$ cat src/port_phy_tx_pkg.sv
// Shared constants and types for the per-port transmitter configuration block.
package port_phy_tx_pkg;

   // Quad and port geometry.
   localparam int QUAD_INDEX_MAX = 13;
   localparam int QUAD_ABSENT_LO = 10;
   localparam int QUAD_ABSENT_HI = 11;
   localparam int LANES_PER_QUAD = 4;
   localparam int QUADS_PER_PAIR = 2;
   localparam int PAIR_LANES     = LANES_PER_QUAD * QUADS_PER_PAIR;
   localparam int PORT_NUM_W     = 4;

   // Drive level: code 0 is the lowest level, each code adds one step.
   localparam int LEVEL_W       = 5;
   localparam int LEVEL_HI_MV   = 950;
   localparam int LEVEL_LO_MV   = 120;
   localparam int LEVEL_STEP_MV = 40;
   localparam logic [LEVEL_W-1:0] LEVEL_MAX_CODE =
      LEVEL_W'((LEVEL_HI_MV - LEVEL_LO_MV) / LEVEL_STEP_MV);

   // Amplitude boost: four settings, reset to the second.
   localparam int BOOST_W = 2;
   localparam logic [BOOST_W-1:0] BOOST_RESET = 2'h1;

   // De-emphasis adjust and slew field widths.
   localparam int DE_W   = 3;
   localparam int SLEW_W = 2;

   // Transmit margin field; the normal operating range is code zero.
   localparam int MARGIN_W = 3;
   localparam logic [MARGIN_W-1:0] MARGIN_NORMAL    = 3'h0;
   localparam logic [LEVEL_W-1:0]  MARGIN_STEP_CODE = 5'h2;

   // Training set symbol 4 bits that are new since the older generation.
   localparam logic [7:0] TS_NEW_BITS = 8'hC4;

   // Driver operating modes; each has its own stored lane settings.
   localparam int NUM_MODES = 5;
   typedef enum logic [NUM_MODES-1:0] {
      MODE_FS3_G1 = 5'b00001,
      MODE_FS3_G2 = 5'b00010,
      MODE_FS6_G2 = 5'b00100,
      MODE_LS_G1  = 5'b01000,
      MODE_LS_G2  = 5'b10000
   } tx_mode_t;

   typedef enum logic [1:0] {
      DE_0DB  = 2'h0,
      DE_3P5  = 2'h1,
      DE_6P0  = 2'h2
   } deemph_nom_t;

   typedef struct packed {
      logic [LEVEL_W-1:0] level;
      logic [BOOST_W-1:0] boost;
      logic [DE_W-1:0]    coarse_de;
      logic [DE_W-1:0]    fine_de;
      logic [SLEW_W-1:0]  slew;
      logic [SLEW_W-1:0]  fine_slew;
   } lane_set_t;

   typedef struct packed {
      logic                low_swing;
      logic                gen2_rate;
      logic                sel_deemph_3p5;
      logic [MARGIN_W-1:0] margin;
   } port_ctl_t;

   typedef struct packed {
      lane_set_t   set;
      deemph_nom_t nominal;
      logic        half_swing;
   } lane_drv_t;

   function automatic logic [LEVEL_W-1:0] margin_level(input logic [MARGIN_W-1:0] m);
      margin_level = LEVEL_W'(LEVEL_MAX_CODE - MARGIN_STEP_CODE * LEVEL_W'(m));
   endfunction : margin_level

endpackage : port_phy_tx_pkg

$ cat src/port_compat_ctl.sv
// Legacy compatibility mode control and training set symbol 4 masking for one port.
`timescale 1ns/1ps
`default_nettype none

module port_compat_ctl
   import port_phy_tx_pkg::*;
(
   input  wire logic       i_clk_sys,
   input  wire logic       i_rst_n,
   input  wire logic       i_legacy_compat_enable,
   input  wire logic       i_full_link_retrain,
   input  wire logic [7:0] i_ts_sym4,
   input  wire logic       i_ts_sym4_valid,
   output logic            o_compat_active,
   output logic [7:0]      o_ts_sym4,
   output logic            o_ts_sym4_valid
);
   typedef enum logic [1:0] {
      COMPAT_OFF = 2'b01,
      COMPAT_ON  = 2'b10
   } compat_state_t;

   typedef struct packed {
      compat_state_t mode;
      logic [7:0]    sym;
      logic          valid;
   } compat_t;

   compat_t st_q;
   compat_t st_d;

   always_comb begin
      st_d = st_q;
      // The enable bit only takes effect on a full retrain.
      if (i_full_link_retrain) begin
         st_d.mode = i_legacy_compat_enable ? COMPAT_ON : COMPAT_OFF;
      end
      unique case (st_q.mode)
         COMPAT_ON:  st_d.sym = i_ts_sym4 & ~TS_NEW_BITS;
         COMPAT_OFF: st_d.sym = i_ts_sym4;
         default:    st_d.sym = i_ts_sym4;
      endcase
      st_d.valid = i_ts_sym4_valid;
   end

   always_ff @(posedge i_clk_sys) begin
      if (!i_rst_n) begin
         st_q <= '{mode: COMPAT_OFF, sym: 8'h00, valid: 1'b0};
      end else begin
         st_q <= st_d;
      end
   end

   assign o_compat_active = (st_q.mode == COMPAT_ON);
   assign o_ts_sym4       = st_q.sym;
   assign o_ts_sym4_valid = st_q.valid;

   a_compat_enter: assert property (@(posedge i_clk_sys) disable iff (!i_rst_n)
      i_full_link_retrain && i_legacy_compat_enable |=> o_compat_active)
      else $error("Compatibility mode not entered after retrain.");
   a_compat_exit: assert property (@(posedge i_clk_sys) disable iff (!i_rst_n)
      i_full_link_retrain && !i_legacy_compat_enable |=> !o_compat_active ##0
      (!i_ts_sym4_valid or (i_full_link_retrain or 1'b1)))
      else $error("Compatibility mode not left after retrain.");
   a_compat_hold: assert property (@(posedge i_clk_sys) disable iff (!i_rst_n)
      !i_full_link_retrain |=> $stable(o_compat_active))
      else $error("Compatibility mode changed without a retrain.");
   a_ts_bits_clear: assert property (@(posedge i_clk_sys) disable iff (!i_rst_n)
      $past(o_compat_active) && o_ts_sym4_valid |-> (o_ts_sym4 & TS_NEW_BITS) == 8'h00)
      else $error("New training set bits sent in compatibility mode.");
   a_ts_pass: assert property (@(posedge i_clk_sys) disable iff (!i_rst_n)
      !o_compat_active |=> o_ts_sym4 == $past(i_ts_sym4))
      else $error("Training set symbol altered outside compatibility mode.");

endmodule : port_compat_ctl

`default_nettype wire

$ cat src/port_phy_tx_config.sv
// Transmitter configuration for one even/odd port pair and its two quads.
`timescale 1ns/1ps
`default_nettype none

module port_phy_tx_config
   import port_phy_tx_pkg::*;
#(
   parameter int PAIR_INDEX = 0
)
(
   input  wire logic                                         i_clk_sys,
   input  wire logic                                         i_rst_n,
   input  wire logic                                         i_merge_x8,
   input  wire logic [1:0]                                   i_legacy_compat_enable,
   input  wire logic [1:0]                                   i_full_link_retrain,
   input  wire logic [1:0][7:0]                              i_ts_sym4,
   input  wire logic [1:0]                                   i_ts_sym4_valid,
   input  wire port_phy_tx_pkg::port_ctl_t [1:0]             i_port_ctl,
   input  wire port_phy_tx_pkg::lane_set_t [port_phy_tx_pkg::PAIR_LANES-1:0]
                                           [port_phy_tx_pkg::NUM_MODES-1:0] i_lane_sets,
   output logic [1:0]                                        o_compat_active,
   output logic [1:0][7:0]                                   o_ts_sym4,
   output logic [1:0]                                        o_ts_sym4_valid,
   output logic [1:0][port_phy_tx_pkg::PORT_NUM_W-1:0]       o_quad_port,
   output port_phy_tx_pkg::tx_mode_t [1:0]                   o_quad_mode,
   output logic [1:0]                                        o_mode_load,
   output logic [1:0]                                        o_deemph_3p5,
   output port_phy_tx_pkg::lane_drv_t [port_phy_tx_pkg::PAIR_LANES-1:0] o_lane_drv
);
   import port_phy_tx_pkg::*;

   localparam int QUAD0 = 2 * PAIR_INDEX;
   localparam int QUAD1 = QUAD0 + 1;
   localparam logic [PORT_NUM_W-1:0] PORT_EVEN = PORT_NUM_W'(QUAD0);
   localparam logic [PORT_NUM_W-1:0] PORT_ODD  = PORT_NUM_W'(QUAD1);

   // Quads 10 and 11 do not exist, so that pair cannot be built.
   if (QUAD1 > QUAD_INDEX_MAX || PAIR_INDEX < 0 ||
       (QUAD0 >= QUAD_ABSENT_LO && QUAD0 <= QUAD_ABSENT_HI)) begin : g_bad_pair
      $error("PAIR_INDEX selects an absent quad pair.");
   end

   typedef struct packed {
      logic                        boot_done;
      logic [1:0]                  deemph_3p5;
      tx_mode_t [1:0]              quad_mode;
      logic [1:0][MARGIN_W-1:0]    quad_margin;
      logic [1:0][PORT_NUM_W-1:0]  quad_port;
      logic [1:0]                  mode_load;
   } top_state_t;

   top_state_t st_q;
   top_state_t st_d;

   function automatic tx_mode_t pick_mode(input port_ctl_t c, input logic de35);
      if (c.low_swing) begin
         pick_mode = c.gen2_rate ? MODE_LS_G2 : MODE_LS_G1;
      end else if (!c.gen2_rate) begin
         pick_mode = MODE_FS3_G1;
      end else begin
         pick_mode = de35 ? MODE_FS3_G2 : MODE_FS6_G2;
      end
   endfunction : pick_mode

   always_comb begin
      st_d = st_q;
      // The selectable de-emphasis bit is sampled once after reset release.
      if (!st_q.boot_done) begin
         st_d.boot_done     = 1'b1;
         st_d.deemph_3p5[0] = i_port_ctl[0].sel_deemph_3p5;
         st_d.deemph_3p5[1] = i_port_ctl[1].sel_deemph_3p5;
      end
      for (int q = 0; q < QUADS_PER_PAIR; q++) begin
         // A merged link is steered wholly by the even port.
         if (i_merge_x8) begin
            st_d.quad_port[q]   = PORT_EVEN;
            st_d.quad_mode[q]   = pick_mode(i_port_ctl[0], st_q.deemph_3p5[0]);
            st_d.quad_margin[q] = i_port_ctl[0].margin;
         end else begin
            st_d.quad_port[q]   = (q == 0) ? PORT_EVEN : PORT_ODD;
            st_d.quad_mode[q]   = pick_mode(i_port_ctl[q], st_q.deemph_3p5[q]);
            st_d.quad_margin[q] = i_port_ctl[q].margin;
         end
         st_d.mode_load[q] = (st_d.quad_mode[q] != st_q.quad_mode[q]);
      end
   end

   always_ff @(posedge i_clk_sys) begin
      if (!i_rst_n) begin
         st_q <= '{boot_done: 1'b0, deemph_3p5: 2'b11,
                   quad_mode: {MODE_FS3_G1, MODE_FS3_G1},
                   quad_margin: '0,
                   quad_port: {PORT_ODD, PORT_EVEN},
                   mode_load: 2'b00};
      end else begin
         st_q <= st_d;
      end
   end

   assign o_quad_port  = st_q.quad_port;
   assign o_quad_mode  = st_q.quad_mode;
   assign o_mode_load  = st_q.mode_load;
   assign o_deemph_3p5 = st_q.deemph_3p5;

   for (genvar p = 0; p < 2; p++) begin : g_port
      port_compat_ctl u_compat (
         .i_clk_sys              (i_clk_sys),
         .i_rst_n                (i_rst_n),
         .i_legacy_compat_enable (i_legacy_compat_enable[p]),
         .i_full_link_retrain    (i_full_link_retrain[p]),
         .i_ts_sym4              (i_ts_sym4[p]),
         .i_ts_sym4_valid        (i_ts_sym4_valid[p]),
         .o_compat_active        (o_compat_active[p]),
         .o_ts_sym4              (o_ts_sym4[p]),
         .o_ts_sym4_valid        (o_ts_sym4_valid[p])
      );
   end

   // Every lane has its own stored settings; only mode and margin are shared.
   for (genvar l = 0; l < PAIR_LANES; l++) begin : g_lane
      tx_lane_drive u_lane (
         .i_clk_sys (i_clk_sys),
         .i_rst_n   (i_rst_n),
         .i_sets    (i_lane_sets[l]),
         .i_mode    (st_q.quad_mode[l / LANES_PER_QUAD]),
         .i_margin  (st_q.quad_margin[l / LANES_PER_QUAD]),
         .o_drv     (o_lane_drv[l])
      );
   end

   // Helper terms for the checks below.
   logic all_half;
   logic all_margin;
   always_comb begin
      all_half   = 1'b1;
      all_margin = 1'b1;
      for (int l = 0; l < PAIR_LANES; l++) begin
         all_half   = all_half & o_lane_drv[l].half_swing & (o_lane_drv[l].nominal == DE_0DB);
         all_margin = all_margin &
                      (o_lane_drv[l].set.level == margin_level(i_port_ctl[0].margin));
      end
   end

   // Previous margin of the even port, so the check can tell a settled margin.
   logic [MARGIN_W-1:0] margin0_prev_q;
   always_ff @(posedge i_clk_sys) begin
      if (!i_rst_n) begin
         margin0_prev_q <= MARGIN_NORMAL;
      end else begin
         margin0_prev_q <= i_port_ctl[0].margin;
      end
   end

   logic merged_ls;
   logic merged_margin;
   assign merged_ls     = i_merge_x8 && i_port_ctl[0].low_swing;
   assign merged_margin = i_merge_x8 && i_port_ctl[0].margin != MARGIN_NORMAL &&
                          (i_port_ctl[0].margin == margin0_prev_q);

   a_x4_quad_port: assert property (@(posedge i_clk_sys) disable iff (!i_rst_n)
      !i_merge_x8 |=> o_quad_port[0] == PORT_EVEN && o_quad_port[1] == PORT_ODD)
      else $error("x4 quad not owned by its own port.");
   a_merge_quad_port: assert property (@(posedge i_clk_sys) disable iff (!i_rst_n)
      i_merge_x8 |=> o_quad_port[0] == PORT_EVEN && o_quad_port[1] == PORT_EVEN)
      else $error("Merged port does not own both quads.");
   a_boot_deemph: assert property (@(posedge i_clk_sys) disable iff (!i_rst_n)
      st_q.boot_done |=> $stable(o_deemph_3p5))
      else $error("Selectable de-emphasis changed after boot.");
   a_low_swing_all: assert property (@(posedge i_clk_sys) disable iff (!i_rst_n)
      merged_ls [*2] |=> all_half)
      else $error("Low-swing not applied to all lanes of the link.");
   a_margin_all: assert property (@(posedge i_clk_sys) disable iff (!i_rst_n)
      merged_margin [*3] |-> all_margin)
      else $error("Margin did not set every lane of the merged port.");
   a_mode_load: assert property (@(posedge i_clk_sys) disable iff (!i_rst_n)
      $past(i_rst_n) |-> o_mode_load[0] == (o_quad_mode[0] != $past(o_quad_mode[0])))
      else $error("Mode change not flagged as a settings load.");

   c_merged_low_swing: cover property (@(posedge i_clk_sys) disable iff (!i_rst_n)
      merged_ls [*2] ##1 all_half);
   c_margin_merged: cover property (@(posedge i_clk_sys) disable iff (!i_rst_n)
      merged_margin [*3]);
   c_mode_gen2: cover property (@(posedge i_clk_sys) disable iff (!i_rst_n)
      o_mode_load[0] && o_quad_mode[0] == MODE_FS6_G2);
   c_compat_on: cover property (@(posedge i_clk_sys) disable iff (!i_rst_n)
      $rose(o_compat_active[0]));

endmodule : port_phy_tx_config

`default_nettype wire

$ cat src/tx_lane_drive.sv
// Driver settings for one transmit lane, chosen by operating mode and margin.
`timescale 1ns/1ps
`default_nettype none

module tx_lane_drive
   import port_phy_tx_pkg::*;
(
   input  wire logic                      i_clk_sys,
   input  wire logic                      i_rst_n,
   input  wire lane_set_t [NUM_MODES-1:0] i_sets,
   input  wire tx_mode_t                  i_mode,
   input  wire logic [MARGIN_W-1:0]       i_margin,
   output lane_drv_t                      o_drv
);
   lane_drv_t st_q;
   lane_drv_t st_d;
   lane_set_t sel;

   always_comb begin
      sel  = i_sets[0];
      st_d = st_q;
      // Each mode has its own stored settings, applied on the clock edge after the mode moves.
      unique case (i_mode)
         MODE_FS3_G1: sel = i_sets[0];
         MODE_FS3_G2: sel = i_sets[1];
         MODE_FS6_G2: sel = i_sets[2];
         MODE_LS_G1:  sel = i_sets[3];
         MODE_LS_G2:  sel = i_sets[4];
         default:     sel = i_sets[0];
      endcase
      st_d.set = sel;
      if (sel.level > LEVEL_MAX_CODE) begin
         st_d.set.level = LEVEL_MAX_CODE;
      end
      if (i_margin != MARGIN_NORMAL) begin
         st_d.set.level = margin_level(i_margin);
      end
      st_d.half_swing = 1'b0;
      unique case (i_mode)
         MODE_FS3_G1, MODE_FS3_G2: st_d.nominal = DE_3P5;
         MODE_FS6_G2:              st_d.nominal = DE_6P0;
         MODE_LS_G1, MODE_LS_G2: begin
            st_d.nominal       = DE_0DB;
            st_d.set.coarse_de = '0;
            st_d.set.fine_de   = '0;
            st_d.half_swing    = 1'b1;
         end
         default:                  st_d.nominal = DE_3P5;
      endcase
   end

   always_ff @(posedge i_clk_sys) begin
      if (!i_rst_n) begin
         st_q <= '{set: '{level: LEVEL_MAX_CODE, boost: BOOST_RESET, coarse_de: 3'h0,
                          fine_de: 3'h0, slew: 2'h0, fine_slew: 2'h0},
                   nominal: DE_3P5, half_swing: 1'b0};
      end else begin
         st_q <= st_d;
      end
   end

   assign o_drv = st_q;

   a_level_range: assert property (@(posedge i_clk_sys) disable iff (!i_rst_n)
      o_drv.set.level <= LEVEL_MAX_CODE)
      else $error("Drive level code above range.");
   a_boost_reset: assert property (@(posedge i_clk_sys) disable iff (!i_rst_n)
      $rose(i_rst_n) |-> o_drv.set.boost == BOOST_RESET)
      else $error("Amplitude boost not at second setting after reset.");
   a_low_swing_zero: assert property (@(posedge i_clk_sys) disable iff (!i_rst_n)
      (i_mode == MODE_LS_G1 || i_mode == MODE_LS_G2) |=> o_drv.nominal == DE_0DB
      && o_drv.set.coarse_de == 3'h0 && o_drv.set.fine_de == 3'h0 && o_drv.half_swing)
      else $error("De-emphasis not zero in low-swing mode.");
   a_margin_level: assert property (@(posedge i_clk_sys) disable iff (!i_rst_n)
      i_margin != MARGIN_NORMAL |=> o_drv.set.level == margin_level($past(i_margin)))
      else $error("Margin did not set the drive level.");
   a_follow_now: assert property (@(posedge i_clk_sys) disable iff (!i_rst_n)
      i_margin == MARGIN_NORMAL && i_mode == MODE_FS3_G2 |=>
      o_drv.set.slew == $past(i_sets[1].slew) && o_drv.set.fine_de == $past(i_sets[1].fine_de)
      && o_drv.set.boost == $past(i_sets[1].boost))
      else $error("Lane setting change not applied within one cycle.");

endmodule : tx_lane_drive

`default_nettype wire
$ cat config.mk
export PLATFORM = sky130hd
export DESIGN_NAME = port_phy_tx_config
export DESIGN_NICKNAME = d
export VERILOG_FILES = /design/src/port_phy_tx_pkg.sv /design/src/port_compat_ctl.sv /design/src/port_phy_tx_config.sv /design/src/tx_lane_drive.sv
export SDC_FILE = /design/constraint.sdc
export NUM_CORES = 1
export LEC_CHECK = 0
export ABC_AREA = 1
export CORE_AREA = 2 2 354 356
export CTS_CLUSTER_DIAMETER = 40
export DETAILED_ROUTE_END_ITERATION = 10
export DIE_AREA = 0 0 356 358
export DONT_BUFFER_PORTS = 1
export PLACE_DENSITY = 0.3
export SLEW_MARGIN = 0
export SYNTH_ARGS = -nofsm -noshare
export SYNTH_HDL_FRONTEND = slang
export SYNTH_SLANG_ARGS = --single-unit
$ cat constraint.sdc
create_clock -name i_clk_sys -period 3.8 [get_ports i_clk_sys]
set_clock_uncertainty 0.15 [all_clocks]
set_input_delay 0.76 -clock i_clk_sys [delete_from_list [all_inputs] [get_ports i_clk_sys]]
set_output_delay 0.76 -clock i_clk_sys [all_outputs]
set_load 0.01 [all_outputs]
==> impl_metrics.toml <==
[timing]
maxClockFrequency_ghz = 0.350
worst_pin_slew_ps = 867
unrepaired_setup_endpoints_after_global_routing = "false"
timing_hold_violations_final = 0
report.final.setup_viol = 0
finalHoldWorstSlack_ps = 129
timing_max_transition_violations_final = 0
timing.final.crit_share = 0.751
slew-limit-headroom = 0.422
timing.setup.tns_ps = 0
fin_crit_ps = 2850

[worst_setup_path]
cp_data_arrival_time_ps = 3080
cp.required_ps = 4030
startpoint_type = "register"
crit_fanout = 40
cp_cell_sequence = "inv_2 -> nand2_1 -> nor2_4 -> buf_4 -> buf_4 -> a22o_1 -> a221oi_1 -> a21oi_1"
r2r_cells = 8
cpPeakStageDelay_ps = 540
crit_path_frequent_cell = "sky130_fd_sc_hd__buf_4"
worstSetupPathType = "reg2reg"
timing.critical_path.to_type = "register"
cp_slowest_cell = "sky130_fd_sc_hd__a221oi_1"

[clocking]
tritoncts = "done"
ctsResizeCount = 0
cts_hold_buf = 0
postCtsSetupRepairBufs = 0
root_buffer = "sky130_fd_sc_hd__clkbuf_16"
clkSinkCount = 186
clk_transition_reported_paths_ps = 80
htreeDepth = 4
clockBufferDepth = 2
cts-buffers-inserted = 17
clk_latency_ps = 510

[synthesis]
synth_area_um2 = 11100
ranking_of_synthesized_cells_by_area = "sky130_fd_sc_hd__dfxtp_1 34%, sky130_fd_sc_hd__nand2_1 16%, sky130_fd_sc_hd__nand4_1 6.3%"
ys_ff_latch = 186
cell_count_after_synthesis = 1625
synth-warning-count = 0
syn_area_per_cell_um2 = 6.81
yosysUniqueCellTypes = 36
synth_largest_area_cell = "sky130_fd_sc_hd__dfxtp_1"
yosysTopAreaCellShare = 0.336
yosysSeqAreaShare = 0.336

[floorplanning]
die_h_um = 358
top_level_ports = 919
die_w_um = 356
initial_standard_cell_utilization_of_the_core = 0.0898
placementRows = 129
dieArea_um2 = 127000
area_of_the_core_region_um2 = 123000

[final_layout]
mostFrequentLayoutCell = "sky130_fd_sc_hd__nand2_1"
final_nets = 2241
layout-drive-gt1-share = 0.0888
layout_common_cells = "464 x sky130_fd_sc_hd__nand2_1, 186 x sky130_fd_sc_hd__dfxtp_1, 138 x sky130_fd_sc_hd__nor2_1"
layout-area-overhead-vs-synth_pct = 17.7
utilization = 0.106

[run_status]
outcome = "finished, final reports clean"

[drt]
vias_per_cell = 3.53
drc_errors = 0
totalWireLength_um = 74800
final_antenna_net_count = 0
routedWlPerCell_um = 23.5
drtPass1Iterations = 5
via_count = 11206
drt_iter0_drc = 720

[global_routing]
grt_antenna_before_repair = 17
grt_max_degree = 64
grt_first_pass_wirelength_um = 95200
grt.total_usage = 0.110
overflow_left_after_global_routing = 0
grt_pass1_vias = 11001

[flow_run]
cap_viol_max_count = 0

[hold_path]
min_path_type = "in2reg"
hold_path_depth = 0

[power_and_ir_drop]
power_per_cell_area_nw_per_um2 = 385
power.static_leakage_nw = 5.14
finalPower_mw = 5.02
peakVddDrop_v = 0.000309

[placed_design]
place_hpwl_um = 63400
port_buffers = 0
last_weighted_congestion_value_of_the_routability_driven_placer = 0.799
==> final timing paths <==
check	start	to	slack (ps)
worst min register to register	g_port[1].u_compat.st_q[9]$_SDFFE_PN1P_	g_port[1].u_compat.st_q[9]$_SDFFE_PN1P_	340
worst min-delay path	i_rst_n	st_q[28]$_SDFF_PN0_	130
worst max register to register	o_quad_mode[9]$_SDFF_PN0_	g_lane[6].u_lane.o_drv[6]$_SDFF_PN0_	950
worst max-delay path	o_quad_mode[9]$_SDFF_PN0_	g_lane[6].u_lane.o_drv[6]$_SDFF_PN0_	950
==> registers in the layout, indices dropped and copies added (netlist names) <==
register and cells:
o_quad_port 1, g_port.u_compat.o_ts_sym4 16, g_lane.u_lane.o_drv 142, g_port.u_compat.o_ts_sym4_valid 2, g_port.u_compat.st_q 4, o_mode_load 2
o_quad_mode 10, st_q 7, o_deemph_3p5 2
==> critical path, delay by kind of cell, from the launching register on <==
family / cells / cell delay, ps
buffers and inverters: 3 / 770
AND/OR/NAND/NOR: 2 / 250
AO/OA/AOI/OAI: 3 / 970
flip-flops: 1 / 510
==> cell usage after synthesis <==
| master | count |
|---|---|
| sky130_fd_sc_hd__a21oi_1 | 102 |
| sky130_fd_sc_hd__a221oi_1 | 74 |
| sky130_fd_sc_hd__a22o_1 | 25 |
| sky130_fd_sc_hd__a22oi_1 | 1 |
| sky130_fd_sc_hd__a41oi_1 | 1 |
| sky130_fd_sc_hd__and3_1 | 8 |
| sky130_fd_sc_hd__buf_1 | 5 |
| sky130_fd_sc_hd__buf_2 | 41 |
| sky130_fd_sc_hd__buf_4 | 79 |
| sky130_fd_sc_hd__buf_6 | 11 |
| sky130_fd_sc_hd__clkbuf_1 | 28 |
| sky130_fd_sc_hd__clkbuf_2 | 1 |
| sky130_fd_sc_hd__conb_1 | 1 |
| sky130_fd_sc_hd__dfxtp_1 | 186 |
| sky130_fd_sc_hd__ha_1 | 4 |
| sky130_fd_sc_hd__inv_1 | 122 |
| sky130_fd_sc_hd__inv_2 | 7 |
| sky130_fd_sc_hd__nand2_1 | 464 |
| sky130_fd_sc_hd__nand2_2 | 22 |
| sky130_fd_sc_hd__nand3_1 | 30 |
| sky130_fd_sc_hd__nand3_2 | 9 |
| sky130_fd_sc_hd__nand3_4 | 1 |
| sky130_fd_sc_hd__nand4_1 | 111 |
| sky130_fd_sc_hd__nor2_1 | 138 |
| sky130_fd_sc_hd__nor2_2 | 7 |
| sky130_fd_sc_hd__nor2_4 | 10 |
| sky130_fd_sc_hd__nor3_1 | 9 |
| sky130_fd_sc_hd__nor3_2 | 13 |
| sky130_fd_sc_hd__nor4_1 | 1 |
| sky130_fd_sc_hd__o211ai_1 | 4 |
| sky130_fd_sc_hd__o21a_1 | 12 |
| sky130_fd_sc_hd__o21ai_0 | 89 |
| sky130_fd_sc_hd__o21ai_1 | 3 |
| sky130_fd_sc_hd__o22ai_1 | 1 |
| sky130_fd_sc_hd__or2_2 | 2 |
| sky130_fd_sc_hd__xor2_1 | 3 |
==> cell families (layout without fill, tap and decap cells) <==
logic type / Yosys count / after routing / share of synthesized area
fa+ha+maj: 4 / 4 / 0.00452
other cells: 1 / 16 / 0.000339
compound gates: 312 / 312 / 0.179
xor+xnor: 3 / 3 / 0.00237
flops: 186 / 186 / 0.336
simple gates: 825 / 825 / 0.339
buf+inv: 294 / 195 / 0.139
==> power breakdown <==
part / internal, mW / switching, mW / total (mW)
registers: 2.10 / 0.248 / 2.35
logic: 0.211 / 0.469 / 0.680
clock network: 1.05 / 0.946 / 1.99
total: 3.36 / 1.66 / 5.02
==> layer usage <==
metal | part of all wire | routed length, µm | vias up | track usage
li1 | - | - | 5201 | -
met1 | 0.39 | 29000 | 5289 | 0.124
met2 | 0.50 | 37400 | 623 | 0.190
met3 | 0.089 | 6650 | 79 | 0.0420
met4 | 0.023 | 1710 | 14 | 0.0393
met5 | 0.0012 | 87 | - | 0
==> final cells by class <==
| class | count | area (µm²) |
|---|---|---|
| Antenna cell | 9 | 22.5 |
| Multi-Input combinational cell | 1151 | 5840 |
| Sequential cell | 186 | 3720 |
| Inverter | 129 | 487 |
| Clock inverter | 11 | 161 |
| Timing Repair Buffer | 35 | 313 |
| Fill cell | 14546 | 110000 |
| Tap cell | 1637 | 2050 |
| Clock buffer | 20 | 437 |
==> stage by stage <==
stage	cell area, µm²	cells	setup slack (ps)
after floorplan	11100	1631	1760
after global placement	12400	3138	907
after detailed placement	12400	3138	907
after CTS	13000	3169	907
after global routing	13000	3174	768
final	13000	3178	946
Power figures use the tool's default switching activity.
